===== config.mk =====
export PLATFORM = sky130hd
export DESIGN_NAME = trtc_top
export DESIGN_NICKNAME = d
export VERILOG_FILES = /design/src/rtl/trtc_pkg.sv /design/src/rtl/trtc_top.sv
export SDC_FILE = /design/constraint.sdc
export NUM_CORES = 1
export LEC_CHECK = 0
export BUFFER_PORTS_ARGS = -buffer_cell sky130_fd_sc_hd__buf_2
export CELL_PAD_IN_SITES_DETAIL_PLACEMENT = 1
export CELL_PAD_IN_SITES_GLOBAL_PLACEMENT = 2
export CORE_UTILIZATION = 44
export CTS_BUF_LIST = sky130_fd_sc_hd__clkbuf_4 sky130_fd_sc_hd__clkbuf_8
export DETAILED_ROUTE_END_ITERATION = 16
export GPL_TIMING_DRIVEN = 0
export HOLD_SLACK_MARGIN = 0.15
export PLACE_DENSITY_LB_ADDON = 0.1
export SYNTH_ARGS = -nofsm -noshare
export SYNTH_HDL_FRONTEND = slang
export SYNTH_SLANG_ARGS = --single-unit

===== constraint.sdc =====
create_clock -name CLK -period 4.7 [get_ports CLK]
set_input_delay 0.705 -clock CLK [delete_from_list [all_inputs] [get_ports CLK]]
set_output_delay 0.705 -clock CLK [all_outputs]
set_load 0.005 [all_outputs]

===== src/rtl/trtc_pkg.sv =====
// trtc_pkg: register map, field layout and timing constants of the timekeeper
// assumes a byte-addressed Avalon-MM slave, one aligned word per register
package trtc_pkg;
	localparam logic [15:0] ADDR_IRQ_CTL = 16'hFF94;
	localparam logic [15:0] ADDR_CTL = 16'hFFB0;
	localparam logic [15:0] ADDR_CNT0 = 16'hFFB4;
	localparam logic [15:0] ADDR_CNT1 = 16'hFFB8;
	localparam logic [15:0] ADDR_CNT2 = 16'hFFBC;
	localparam logic [15:0] ADDR_CNT3 = 16'hFFC0;
	localparam logic [15:0] ADDR_ACC0 = 16'hFFC4;
	localparam logic [15:0] ADDR_ACC1 = 16'hFFC8;
	localparam logic [15:0] ADDR_ACC2 = 16'hFFCC;
	localparam logic [15:0] ADDR_TRIM0 = 16'hFFD0;
	localparam logic [15:0] ADDR_TRIM1 = 16'hFFD4;
	localparam logic [15:0] ADDR_TRIM2 = 16'hFFD8;
	localparam logic [15:0] ADDR_CLKSRC = 16'hFFDC;

	// interrupt control fields
	localparam int IRQ_EN_BIT = 5;
	localparam int IRQ_FLAG_BIT = 4;
	// control fields, then the clock source enable bit
	localparam int LOAD_BIT = 5;
	localparam int TSEL_HI = 4;
	localparam int TSEL_LO = 3;
	localparam int IVL_HI = 2;
	localparam int IVL_LO = 0;
	localparam int OSC_EN_BIT = 0;

	localparam logic [7:0] IRQ_CTL_RESET = 8'h00;
	localparam logic [7:0] CTL_RESET = 8'h00;
	localparam logic OSC_EN_RESET = 1'b1;

	localparam int CNT_W = 32;
	localparam int ACC_W = 24;
	localparam int TRIM_SIGN = 23;

	// timing: 32768 Hz clock, half-second mark
	localparam int TK_FREQ_HZ = 32768;
	localparam int HALF_SEC_MS = 500;
	localparam int HALF_SEC_TICKS_DEF = TK_FREQ_HZ * HALF_SEC_MS / 1000;
	localparam int MCLK_DIV_DEF = 2930;
	localparam int CLK_FREQ_HZ = 10000000;

	// tick masks over the free-running half-second mark counter
	localparam logic [3:0] MASK_HALF = 4'h0;
	localparam logic [3:0] MASK_1S = 4'h1;
	localparam logic [3:0] MASK_2S = 4'h3;
	localparam logic [3:0] MASK_4S = 4'h7;
	localparam logic [3:0] MASK_8S = 4'hF;

	localparam logic [1:0] TSEL_HALF = 2'h2;
	localparam logic [1:0] TSEL_2S = 2'h3;
	localparam logic [2:0] IVL_HALF = 3'h4;
	localparam logic [2:0] IVL_2S = 3'h5;
	localparam logic [2:0] IVL_4S = 3'h6;
	localparam logic [2:0] IVL_8S = 3'h7;

	typedef enum logic [1:0] {
		TRTC_BUS_IDLE,
		TRTC_BUS_ACK
	} trtc_bus_t;
endpackage : trtc_pkg


===== src/rtl/trtc_top.sv =====
// trtc_top: real-time clock with trim accumulator, periodic interrupt and watchdog
// assumes X32K is synchronous to CLK and an Avalon-MM master with waitrequest
`timescale 1ns/10ps

module trtc_top import trtc_pkg::*; #(
	parameter int HALF_SEC_TICKS = HALF_SEC_TICKS_DEF,
	parameter int MCLK_DIV = MCLK_DIV_DEF
) (
	input wire logic CLK,
	input wire logic RSTN,
	input wire logic X32K,
	input wire logic [15:0] AVS_ADDRESS,
	input wire logic AVS_READ,
	input wire logic AVS_WRITE,
	input wire logic [31:0] AVS_WRITEDATA,
	input wire logic [3:0] AVS_BYTEENABLE,
	output logic [31:0] AVS_READDATA,
	output logic AVS_WAITREQUEST,
	output logic EXT_INT5,
	output logic CHIP_RESET
);
	localparam int DIV_W = $clog2(MCLK_DIV + 1);
	localparam int HS_W = $clog2(HALF_SEC_TICKS + 1);
	localparam logic [DIV_W-1:0] DIV_LAST = DIV_W'(MCLK_DIV - 1);
	localparam logic [HS_W-1:0] HS_LAST = HS_W'(HALF_SEC_TICKS - 1);

	trtc_bus_t bus_state;
	logic [7:0] stage [0:9];
	logic irq_en;
	logic irq_flag;
	logic [7:0] ctl;
	logic osc_en;
	logic x32k_d;
	logic [DIV_W-1:0] div_cnt;
	logic tk_edge;
	logic [HS_W-1:0] hs_cnt;
	logic half_mark;
	logic [3:0] mark_cnt;
	logic [CNT_W-1:0] counter;
	logic [ACC_W-1:0] accum;
	logic [ACC_W-1:0] trim;
	logic [HS_W-1:0] wd_cnt;
	logic req;
	logic commit_wr;
	logic commit_rd;
	logic [3:0] tick_mask;
	logic [3:0] ivl_mask;
	logic count_tick;
	logic irq_event;
	logic [ACC_W:0] next_sum;
	logic overflow;
	logic load_now;
	logic service;
	logic flag_read;
	logic [7:0] next_rdata;
	logic [CNT_W-1:0] next_counter;
	logic [31:0] stage_cnt;
	logic [ACC_W-1:0] stage_acc;
	logic [ACC_W-1:0] stage_trim;

	assign req = AVS_READ | AVS_WRITE;
	assign commit_wr = AVS_WRITE & (bus_state == TRTC_BUS_ACK);
	assign commit_rd = AVS_READ & (bus_state == TRTC_BUS_ACK);

	// bus handshake: one wait state, access commits at the edge waitrequest is low
	always_ff @(posedge CLK or negedge RSTN) begin
		if (!RSTN) begin
			bus_state <= TRTC_BUS_IDLE;
			AVS_WAITREQUEST <= 1'b1;
		end else begin
			case (bus_state)
				TRTC_BUS_IDLE: begin
					if (req) begin
						bus_state <= TRTC_BUS_ACK;
						AVS_WAITREQUEST <= 1'b0;
					end
				end
				TRTC_BUS_ACK: begin
					bus_state <= TRTC_BUS_IDLE;
					AVS_WAITREQUEST <= 1'b1;
				end
				default: begin
					bus_state <= TRTC_BUS_IDLE;
					AVS_WAITREQUEST <= 1'b1;
				end
			endcase
		end
	end

	// read mux: count, accumulator and trim bytes show the live timekeeping values
	always_comb begin
		next_rdata = 8'h00;
		case (AVS_ADDRESS)
			ADDR_IRQ_CTL: begin
				next_rdata[IRQ_EN_BIT] = irq_en;
				next_rdata[IRQ_FLAG_BIT] = irq_flag;
			end
			ADDR_CTL: next_rdata = ctl;
			ADDR_CNT0: next_rdata = counter[7:0];
			ADDR_CNT1: next_rdata = counter[15:8];
			ADDR_CNT2: next_rdata = counter[23:16];
			ADDR_CNT3: next_rdata = counter[31:24];
			ADDR_ACC0: next_rdata = accum[7:0];
			ADDR_ACC1: next_rdata = accum[15:8];
			ADDR_ACC2: next_rdata = accum[23:16];
			ADDR_TRIM0: next_rdata = trim[7:0];
			ADDR_TRIM1: next_rdata = trim[15:8];
			ADDR_TRIM2: next_rdata = trim[23:16];
			ADDR_CLKSRC: next_rdata[OSC_EN_BIT] = osc_en;
			default: next_rdata = 8'h00;
		endcase
	end

	// snapshot taken when the request is accepted, held through the commit edge
	always_ff @(posedge CLK or negedge RSTN) begin
		if (!RSTN) begin
			AVS_READDATA <= 32'h0000_0000;
		end else if (AVS_READ && bus_state == TRTC_BUS_IDLE) begin
			AVS_READDATA <= {24'h00_0000, next_rdata};
		end
	end

	// staging bytes, low byte first: count 0..3, accumulator 4..6, trim 7..9
	genvar gi;
	generate
		for (gi = 0; gi < 10; gi++) begin : g_stage
			always_ff @(posedge CLK or negedge RSTN) begin
				if (!RSTN) begin
					stage[gi] <= 8'h00;
				end else if (commit_wr && AVS_BYTEENABLE[0] &&
					AVS_ADDRESS == ADDR_CNT0 + 16'(4 * gi)) begin
					stage[gi] <= AVS_WRITEDATA[7:0];
				end
			end
		end
	endgenerate

	assign stage_cnt = {stage[3], stage[2], stage[1], stage[0]};
	assign stage_acc = {stage[6], stage[5], stage[4]};
	assign stage_trim = {stage[9], stage[8], stage[7]};

	// control register; the load bit clears itself once the load is done
	always_ff @(posedge CLK or negedge RSTN) begin
		if (!RSTN) begin
			ctl <= CTL_RESET;
		end else begin
			if (load_now) begin
				ctl[LOAD_BIT] <= 1'b0;
			end
			if (commit_wr && AVS_BYTEENABLE[0] && AVS_ADDRESS == ADDR_CTL) begin
				ctl <= {2'b00, AVS_WRITEDATA[5:0]};
			end
		end
	end

	always_ff @(posedge CLK or negedge RSTN) begin
		if (!RSTN) begin
			osc_en <= OSC_EN_RESET;
		end else if (commit_wr && AVS_BYTEENABLE[0] && AVS_ADDRESS == ADDR_CLKSRC) begin
			osc_en <= AVS_WRITEDATA[OSC_EN_BIT];
		end
	end

	// timekeeping clock: crystal rising edge, or master clock divided
	always_ff @(posedge CLK or negedge RSTN) begin
		if (!RSTN) begin
			x32k_d <= 1'b0;
			div_cnt <= '0;
		end else begin
			x32k_d <= X32K;
			if (div_cnt == DIV_LAST || osc_en) begin
				div_cnt <= '0;
			end else begin
				div_cnt <= div_cnt + DIV_W'(1);
			end
		end
	end

	assign tk_edge = osc_en ? (X32K & ~x32k_d) : (div_cnt == DIV_LAST);

	// half-second marks
	always_ff @(posedge CLK or negedge RSTN) begin
		if (!RSTN) begin
			hs_cnt <= '0;
			mark_cnt <= 4'h0;
		end else if (tk_edge) begin
			if (hs_cnt == HS_LAST) begin
				hs_cnt <= '0;
				mark_cnt <= mark_cnt + 4'h1;
			end else begin
				hs_cnt <= hs_cnt + HS_W'(1);
			end
		end
	end

	assign half_mark = tk_edge & (hs_cnt == HS_LAST);

	always_comb begin
		case (ctl[TSEL_HI:TSEL_LO])
			TSEL_HALF: tick_mask = MASK_HALF;
			TSEL_2S: tick_mask = MASK_2S;
			default: tick_mask = MASK_1S;
		endcase
		case (ctl[IVL_HI:IVL_LO])
			IVL_HALF: ivl_mask = MASK_HALF;
			IVL_2S: ivl_mask = MASK_2S;
			IVL_4S: ivl_mask = MASK_4S;
			IVL_8S: ivl_mask = MASK_8S;
			default: ivl_mask = MASK_1S;
		endcase
	end

	assign count_tick = half_mark & ((mark_cnt & tick_mask) == tick_mask);
	assign irq_event = half_mark & ((mark_cnt & ivl_mask) == ivl_mask);
	assign load_now = tk_edge & ctl[LOAD_BIT];

	assign next_sum = {1'b0, accum} + {2'b00, trim[TRIM_SIGN-1:0]};
	assign overflow = next_sum[ACC_W];

	always_comb begin
		next_counter = counter + 32'h0000_0001;
		if (overflow && !trim[TRIM_SIGN]) begin
			next_counter = counter + 32'h0000_0002;
		end else if (overflow && trim[TRIM_SIGN]) begin
			next_counter = counter;
		end
	end

	// timekeeping state; a load takes priority over a tick on the same edge
	always_ff @(posedge CLK or negedge RSTN) begin
		if (!RSTN) begin
			counter <= '0;
			accum <= '0;
			trim <= '0;
		end else if (load_now) begin
			counter <= stage_cnt;
			accum <= stage_acc;
			trim <= stage_trim;
		end else if (count_tick) begin
			counter <= next_counter;
			accum <= next_sum[ACC_W-1:0];
		end
	end

	// clear only a flag this read returned, so an event landing on the snapshot survives
	assign flag_read = commit_rd & (AVS_ADDRESS == ADDR_IRQ_CTL)
		& AVS_READDATA[IRQ_FLAG_BIT];
	assign service = flag_read;

	// interrupt control: enable is software owned, flag set by event wins over read-clear
	always_ff @(posedge CLK or negedge RSTN) begin
		if (!RSTN) begin
			irq_en <= IRQ_CTL_RESET[IRQ_EN_BIT];
			irq_flag <= IRQ_CTL_RESET[IRQ_FLAG_BIT];
		end else begin
			if (commit_wr && AVS_BYTEENABLE[0] && AVS_ADDRESS == ADDR_IRQ_CTL) begin
				irq_en <= AVS_WRITEDATA[IRQ_EN_BIT];
			end
			if (irq_event) begin
				irq_flag <= 1'b1;
			end else if (flag_read) begin
				irq_flag <= 1'b0;
			end
		end
	end

	always_ff @(posedge CLK or negedge RSTN) begin
		if (!RSTN) begin
			EXT_INT5 <= 1'b0;
		end else begin
			EXT_INT5 <= irq_flag & irq_en;
		end
	end

	// watchdog: counts timekeeping ticks while an enabled interrupt waits for service
	always_ff @(posedge CLK or negedge RSTN) begin
		if (!RSTN) begin
			wd_cnt <= '0;
			CHIP_RESET <= 1'b0;
		end else begin
			CHIP_RESET <= 1'b0;
			if (!irq_en || !irq_flag || service) begin
				wd_cnt <= '0;
			end else if (tk_edge) begin
				if (wd_cnt == HS_LAST) begin
					wd_cnt <= '0;
					CHIP_RESET <= 1'b1;
				end else begin
					wd_cnt <= wd_cnt + HS_W'(1);
				end
			end
		end
	end

	// checks
	wait_one_a: assert property (@(posedge CLK) disable iff (!RSTN)
		(req && AVS_WAITREQUEST && bus_state == TRTC_BUS_IDLE) |=> !AVS_WAITREQUEST)
		else $error("waitrequest not released after one cycle");
	irq_and_a: assert property (@(posedge CLK) disable iff (!RSTN)
		EXT_INT5 == $past(irq_flag & irq_en))
		else $error("interrupt output not flag and enable");
	flag_set_a: assert property (@(posedge CLK) disable iff (!RSTN)
		irq_event |=> irq_flag)
		else $error("flag not set by periodic event");
	flag_clear_a: assert property (@(posedge CLK) disable iff (!RSTN)
		(flag_read && !irq_event) |=> !irq_flag)
		else $error("flag not cleared by read");
	load_copy_a: assert property (@(posedge CLK) disable iff (!RSTN)
		load_now |=> (counter == $past(stage_cnt) && trim == $past(stage_trim)
			&& !ctl[LOAD_BIT]))
		else $error("load did not transfer staged values");
	tick_pos_a: assert property (@(posedge CLK) disable iff (!RSTN)
		(count_tick && !load_now && overflow && !trim[TRIM_SIGN]) |=>
			counter == $past(counter) + 32'h0000_0002)
		else $error("positive trim overflow did not add a count");
	tick_neg_a: assert property (@(posedge CLK) disable iff (!RSTN)
		(count_tick && !load_now && overflow && trim[TRIM_SIGN]) |=> $stable(counter))
		else $error("negative trim overflow did not skip a count");
	wd_idle_a: assert property (@(posedge CLK) disable iff (!RSTN)
		!irq_en |=> (wd_cnt == '0 && !CHIP_RESET))
		else $error("watchdog active while disabled");
	wd_fire_a: assert property (@(posedge CLK) disable iff (!RSTN)
		(tk_edge && irq_en && irq_flag && !service && wd_cnt == HS_LAST) |=> CHIP_RESET)
		else $error("watchdog did not fire at half a second");
	mark_rate_a: assert property (@(posedge CLK) disable iff (!RSTN)
		half_mark |=> (hs_cnt == '0 && mark_cnt == $past(mark_cnt) + 4'h1))
		else $error("half-second mark at wrong count");
	acc_add_a: assert property (@(posedge CLK) disable iff (!RSTN)
		(count_tick && !load_now) |=>
			accum == ACC_W'($past(accum) + {1'b0, $past(trim[TRIM_SIGN-1:0])}))
		else $error("accumulator not advanced by trim");

	// read snapshot, service restart, divider wrap and enable gating
	flag_keep_a: assert property (@(posedge CLK) disable iff (!RSTN)
		(commit_rd && AVS_ADDRESS == ADDR_IRQ_CTL && irq_flag
			&& !AVS_READDATA[IRQ_FLAG_BIT]) |=> irq_flag)
		else $error("unread flag lost on register read");
	wd_clear_a: assert property (@(posedge CLK) disable iff (!RSTN)
		service |=> wd_cnt == '0)
		else $error("service did not restart watchdog window");
	tick_plain_a: assert property (@(posedge CLK) disable iff (!RSTN)
		(count_tick && !load_now && !overflow) |=> counter == $past(counter) + 32'h0000_0001)
		else $error("counter did not advance by one on tick");
	div_wrap_a: assert property (@(posedge CLK) disable iff (!RSTN)
		(tk_edge && !osc_en) |=> div_cnt == '0)
		else $error("master clock divider did not wrap");
	rdata_hold_a: assert property (@(posedge CLK) disable iff (!RSTN)
		(bus_state == TRTC_BUS_ACK) |=> $stable(AVS_READDATA))
		else $error("read data changed during acknowledge");
	irq_off_a: assert property (@(posedge CLK) disable iff (!RSTN)
		!irq_en |=> !EXT_INT5)
		else $error("interrupt output high while disabled");

	load_seen_c: cover property (@(posedge CLK) disable iff (!RSTN) load_now);
	irq_seen_c: cover property (@(posedge CLK) disable iff (!RSTN) EXT_INT5);
	wd_seen_c: cover property (@(posedge CLK) disable iff (!RSTN) CHIP_RESET);
	svc_seen_c: cover property (@(posedge CLK) disable iff (!RSTN) service);
	skip_seen_c: cover property (@(posedge CLK) disable iff (!RSTN)
		count_tick && overflow && trim[TRIM_SIGN]);
endmodule : trtc_top


==> metrics.txt <==
Skew-Pair Late Insertion Delay=0.58 ns; Setup Skew=0.0360 ns; Mapped Area=12300 um^2; total number of yosys warnings=0; maximum VDD drop=0.232 mV; Synth Register Bits=228; DP Area=13100 um^2; nets@finish=1420; Final WS setup=1.10 ns; final slew viol count=0; DRC=0; IO Pins=92; TritonCTS clock tree=built; post-CTS setup buffers=0; largest net degree at the start of global routing=119; Wirelength per Cell=23.8 um; Via-to-Cell Ratio=5.98; effective utilization at floorplan=45.3%; Antenna Cells=0; Worst setup SP type=flop; Hold Violations, Final=0; Hold WC Path Type=in2async; CP required=5.14 ns; RSZ-0062 raised after global routing=no; synthesized area per cell=10.0 um^2; FF-to-FF Start=trim[0]; static leakage power=6.49 nW; Post-CTS Hold Buffers=0; CTS buffer count=42; Initial DRC Count=822; worst-margin pin slew=1.21 ns; post-synth cell types=86; PwrDens=308 nW/um^2; Setup crit end kind=flop; CTS resizes=0; share of layout cells above drive strength 1=20.3%; Multi-input gate area=6150 um^2; Max Cap Viol=0; TNS Setup=0 ns; CP arrival=4.04 ns; headroom to the max-slew limit=19.6%; Placer Congestion=0.895; sequential-to-total area share from yosys stat=46.3%; Cell Rows=60; setup violators final=0; initial antenna violation count=2; Area growth, synth to finish=14.0%; Post-Syn Instances=1226; Post-synth EDFFs=0; Crit. Startpoint=trim[0]; Post-Route WL=41.2 mm; Detailed Place HPWL=28.7 mm; Worst-path clk slew=0.06 ns; fin crit period=3.60 ns; Synth Flop Type=dfrtp_1; Final period util=76.6%; PortBufs=38; final core occ=51.7%; run status=complete, no violations; DRT antenna net count=0; die height=169 um; GRT overflow=0; Sink Count=228; core area=27200 um^2; H-tree Lvls=2; root buffer cell=clkbuf_8; pre-CTS setup slack=1.02 ns; Longest Clk Path Bufs=3; placed insts=1660; final non-filler cell area=14000 um^2; Crit Path Max Fanout=6; Fmax=0.278 GHz; vias in the first global route=10600; Non-Filler Instances=1731; Total GRT Usage=29.6%; ys async rst share=100%; Worst Path Class, Setup=reg2reg; fillcell total=3101; flip-flop and latch area=5710 um^2; first-pass GRT wire length=63.6 mm; DR pass1 iterations=7; vias post-DR=10400; die area=28700 um^2; Die X=169 um
-- synth_stat cells (14+ instances only) --
library cell  count  area (um^2)
nand2_1         159          597
xnor2_1          25          219
dfrtp_1         226         5660
and3_1           18          113
buf_4            25          188
mux2_2           91         1020
nand4_1          22          138
clkbuf_1         40          150
o21ai_0          66          330
nor3_1           15         75.1
nand2b_1         14         87.6
inv_1            15         56.3
a22oi_1          38          285
nor2_1           82          308
a21oi_1          58          290
xor2_1           22          193
a21o_1           15          113
nand3_1          45          225
ha_1             30          375
-- routing by layer --
metal  vias to the layer above  part of all wire (%)  GRT usage (%)  wire [um]
li1                       4636                     -              -          -
met1                      5324                    45           41.7      18700
met2                       321                    45           46.4      18600
met3                        77                   6.3           4.55       2570
met4                         0                   3.0           10.1       1240
met5                         -                     0              0          0
-- final cells by class --
cell class              instances  area share [%]
plain buffers                  88            3.48
clock buffers                  64            6.01
repair buffers                 39            1.62
well taps                     372            3.32
flip-flops and latches        228            40.7
inverters                      15           0.401
multi-input cells             918            43.8
clock inverters                 7           0.722
-- kinds of logic after synthesis --
group	after synthesis	share of synthesized area [%]
fa+ha+maj	31	3.21
xor+xnor	47	3.34
other cells	1	0.0304
buf+inv	103	4.43
compound gates	303	16.8
mux	102	9.82
simple gates	411	16.1
flops	228	46.3
-- registers in the layout (all words and copies together) (netlist names), 4 cells and up --
| register | count |
|---|---|
| hs_cnt | 15 |
| AVS_READDATA | 8 |
| wd_cnt | 15 |
| mark_cnt | 4 |
| trim | 24 |
| accum | 24 |
| stage | 80 |
| counter | 32 |
| ctl | 6 |
| div_cnt | 12 |
-- per-stage QoR --
step | power (mW) | hold WS (ns)
4_1_cts | 4.37 | 0.249
5_1_grt | 4.47 | 0.246
6_report | 4.33 | 0.213
2_1_floorplan | 2.11 | 0.409
3_5_place_dp | 2.22 | 0.455
3_3_place_gp | 2.22 | 0.444
-- worst max-delay path: stages (launching register included) --
cell and delay [ns]:
dfrtp_1 0.43, ha_1 0.25, fa_1 0.45, a211oi_1 0.33, o211ai_1 0.26, nand3_2 0.18
a21oi_1 0.15, nor2_2 0.25, mux2_2 0.43, and2_0 0.16, buf_2 0.18, a211oi_1 0.30
a211oi_1 0.08
-- worst paths after layout --
check | cells past startpoint | slack, ns | to
max | 12 | 1.10 | counter[8]
min | 1 | 0.21 | hs_cnt[12]
max reg2reg | 12 | 1.10 | counter[8]
min reg2reg | 2 | 0.46 | trim[7]
max in group asynchronous | 2 | 3.32 | accum[9]
min in group CLK | 1 | 0.29 | x32k_d
-- report_power, final --
group	leakage (nW)	internal [mW]	total, mW	switching [mW]
Combinational	2.89	0.0545	0.180	0.126
Clock	0.497	1.26	2.14	0.886
Sequential	3.10	1.99	2.01	0.0209
-- cell usage in the layout (no fill, tap or decap), drive strengths merged, types with 5 or more instances in the layout --
cell / count
o211ai: 10
inv: 18
dfrtp: 226
a22o: 6
conb: 24
and2: 15
or3: 7
a32oi: 7
mux2: 91
xnor2: 25
a21oi: 60
nor4: 5
o22ai: 13
clkbuf: 107
ha: 30
o21bai: 6
nor3: 21
a211oi: 10
nor2b: 5
and3: 20
o31ai: 5
nand2: 159
nand3: 46
xor2: 22
o311ai: 6
o21ai: 76
mux4: 6
mux2i: 5
nand2b: 14
a22oi: 38
a21o: 15
buf: 83
a41oi: 7
nor2: 83
a31oi: 9
nand4: 22
Power figures use the tool's default switching activity.
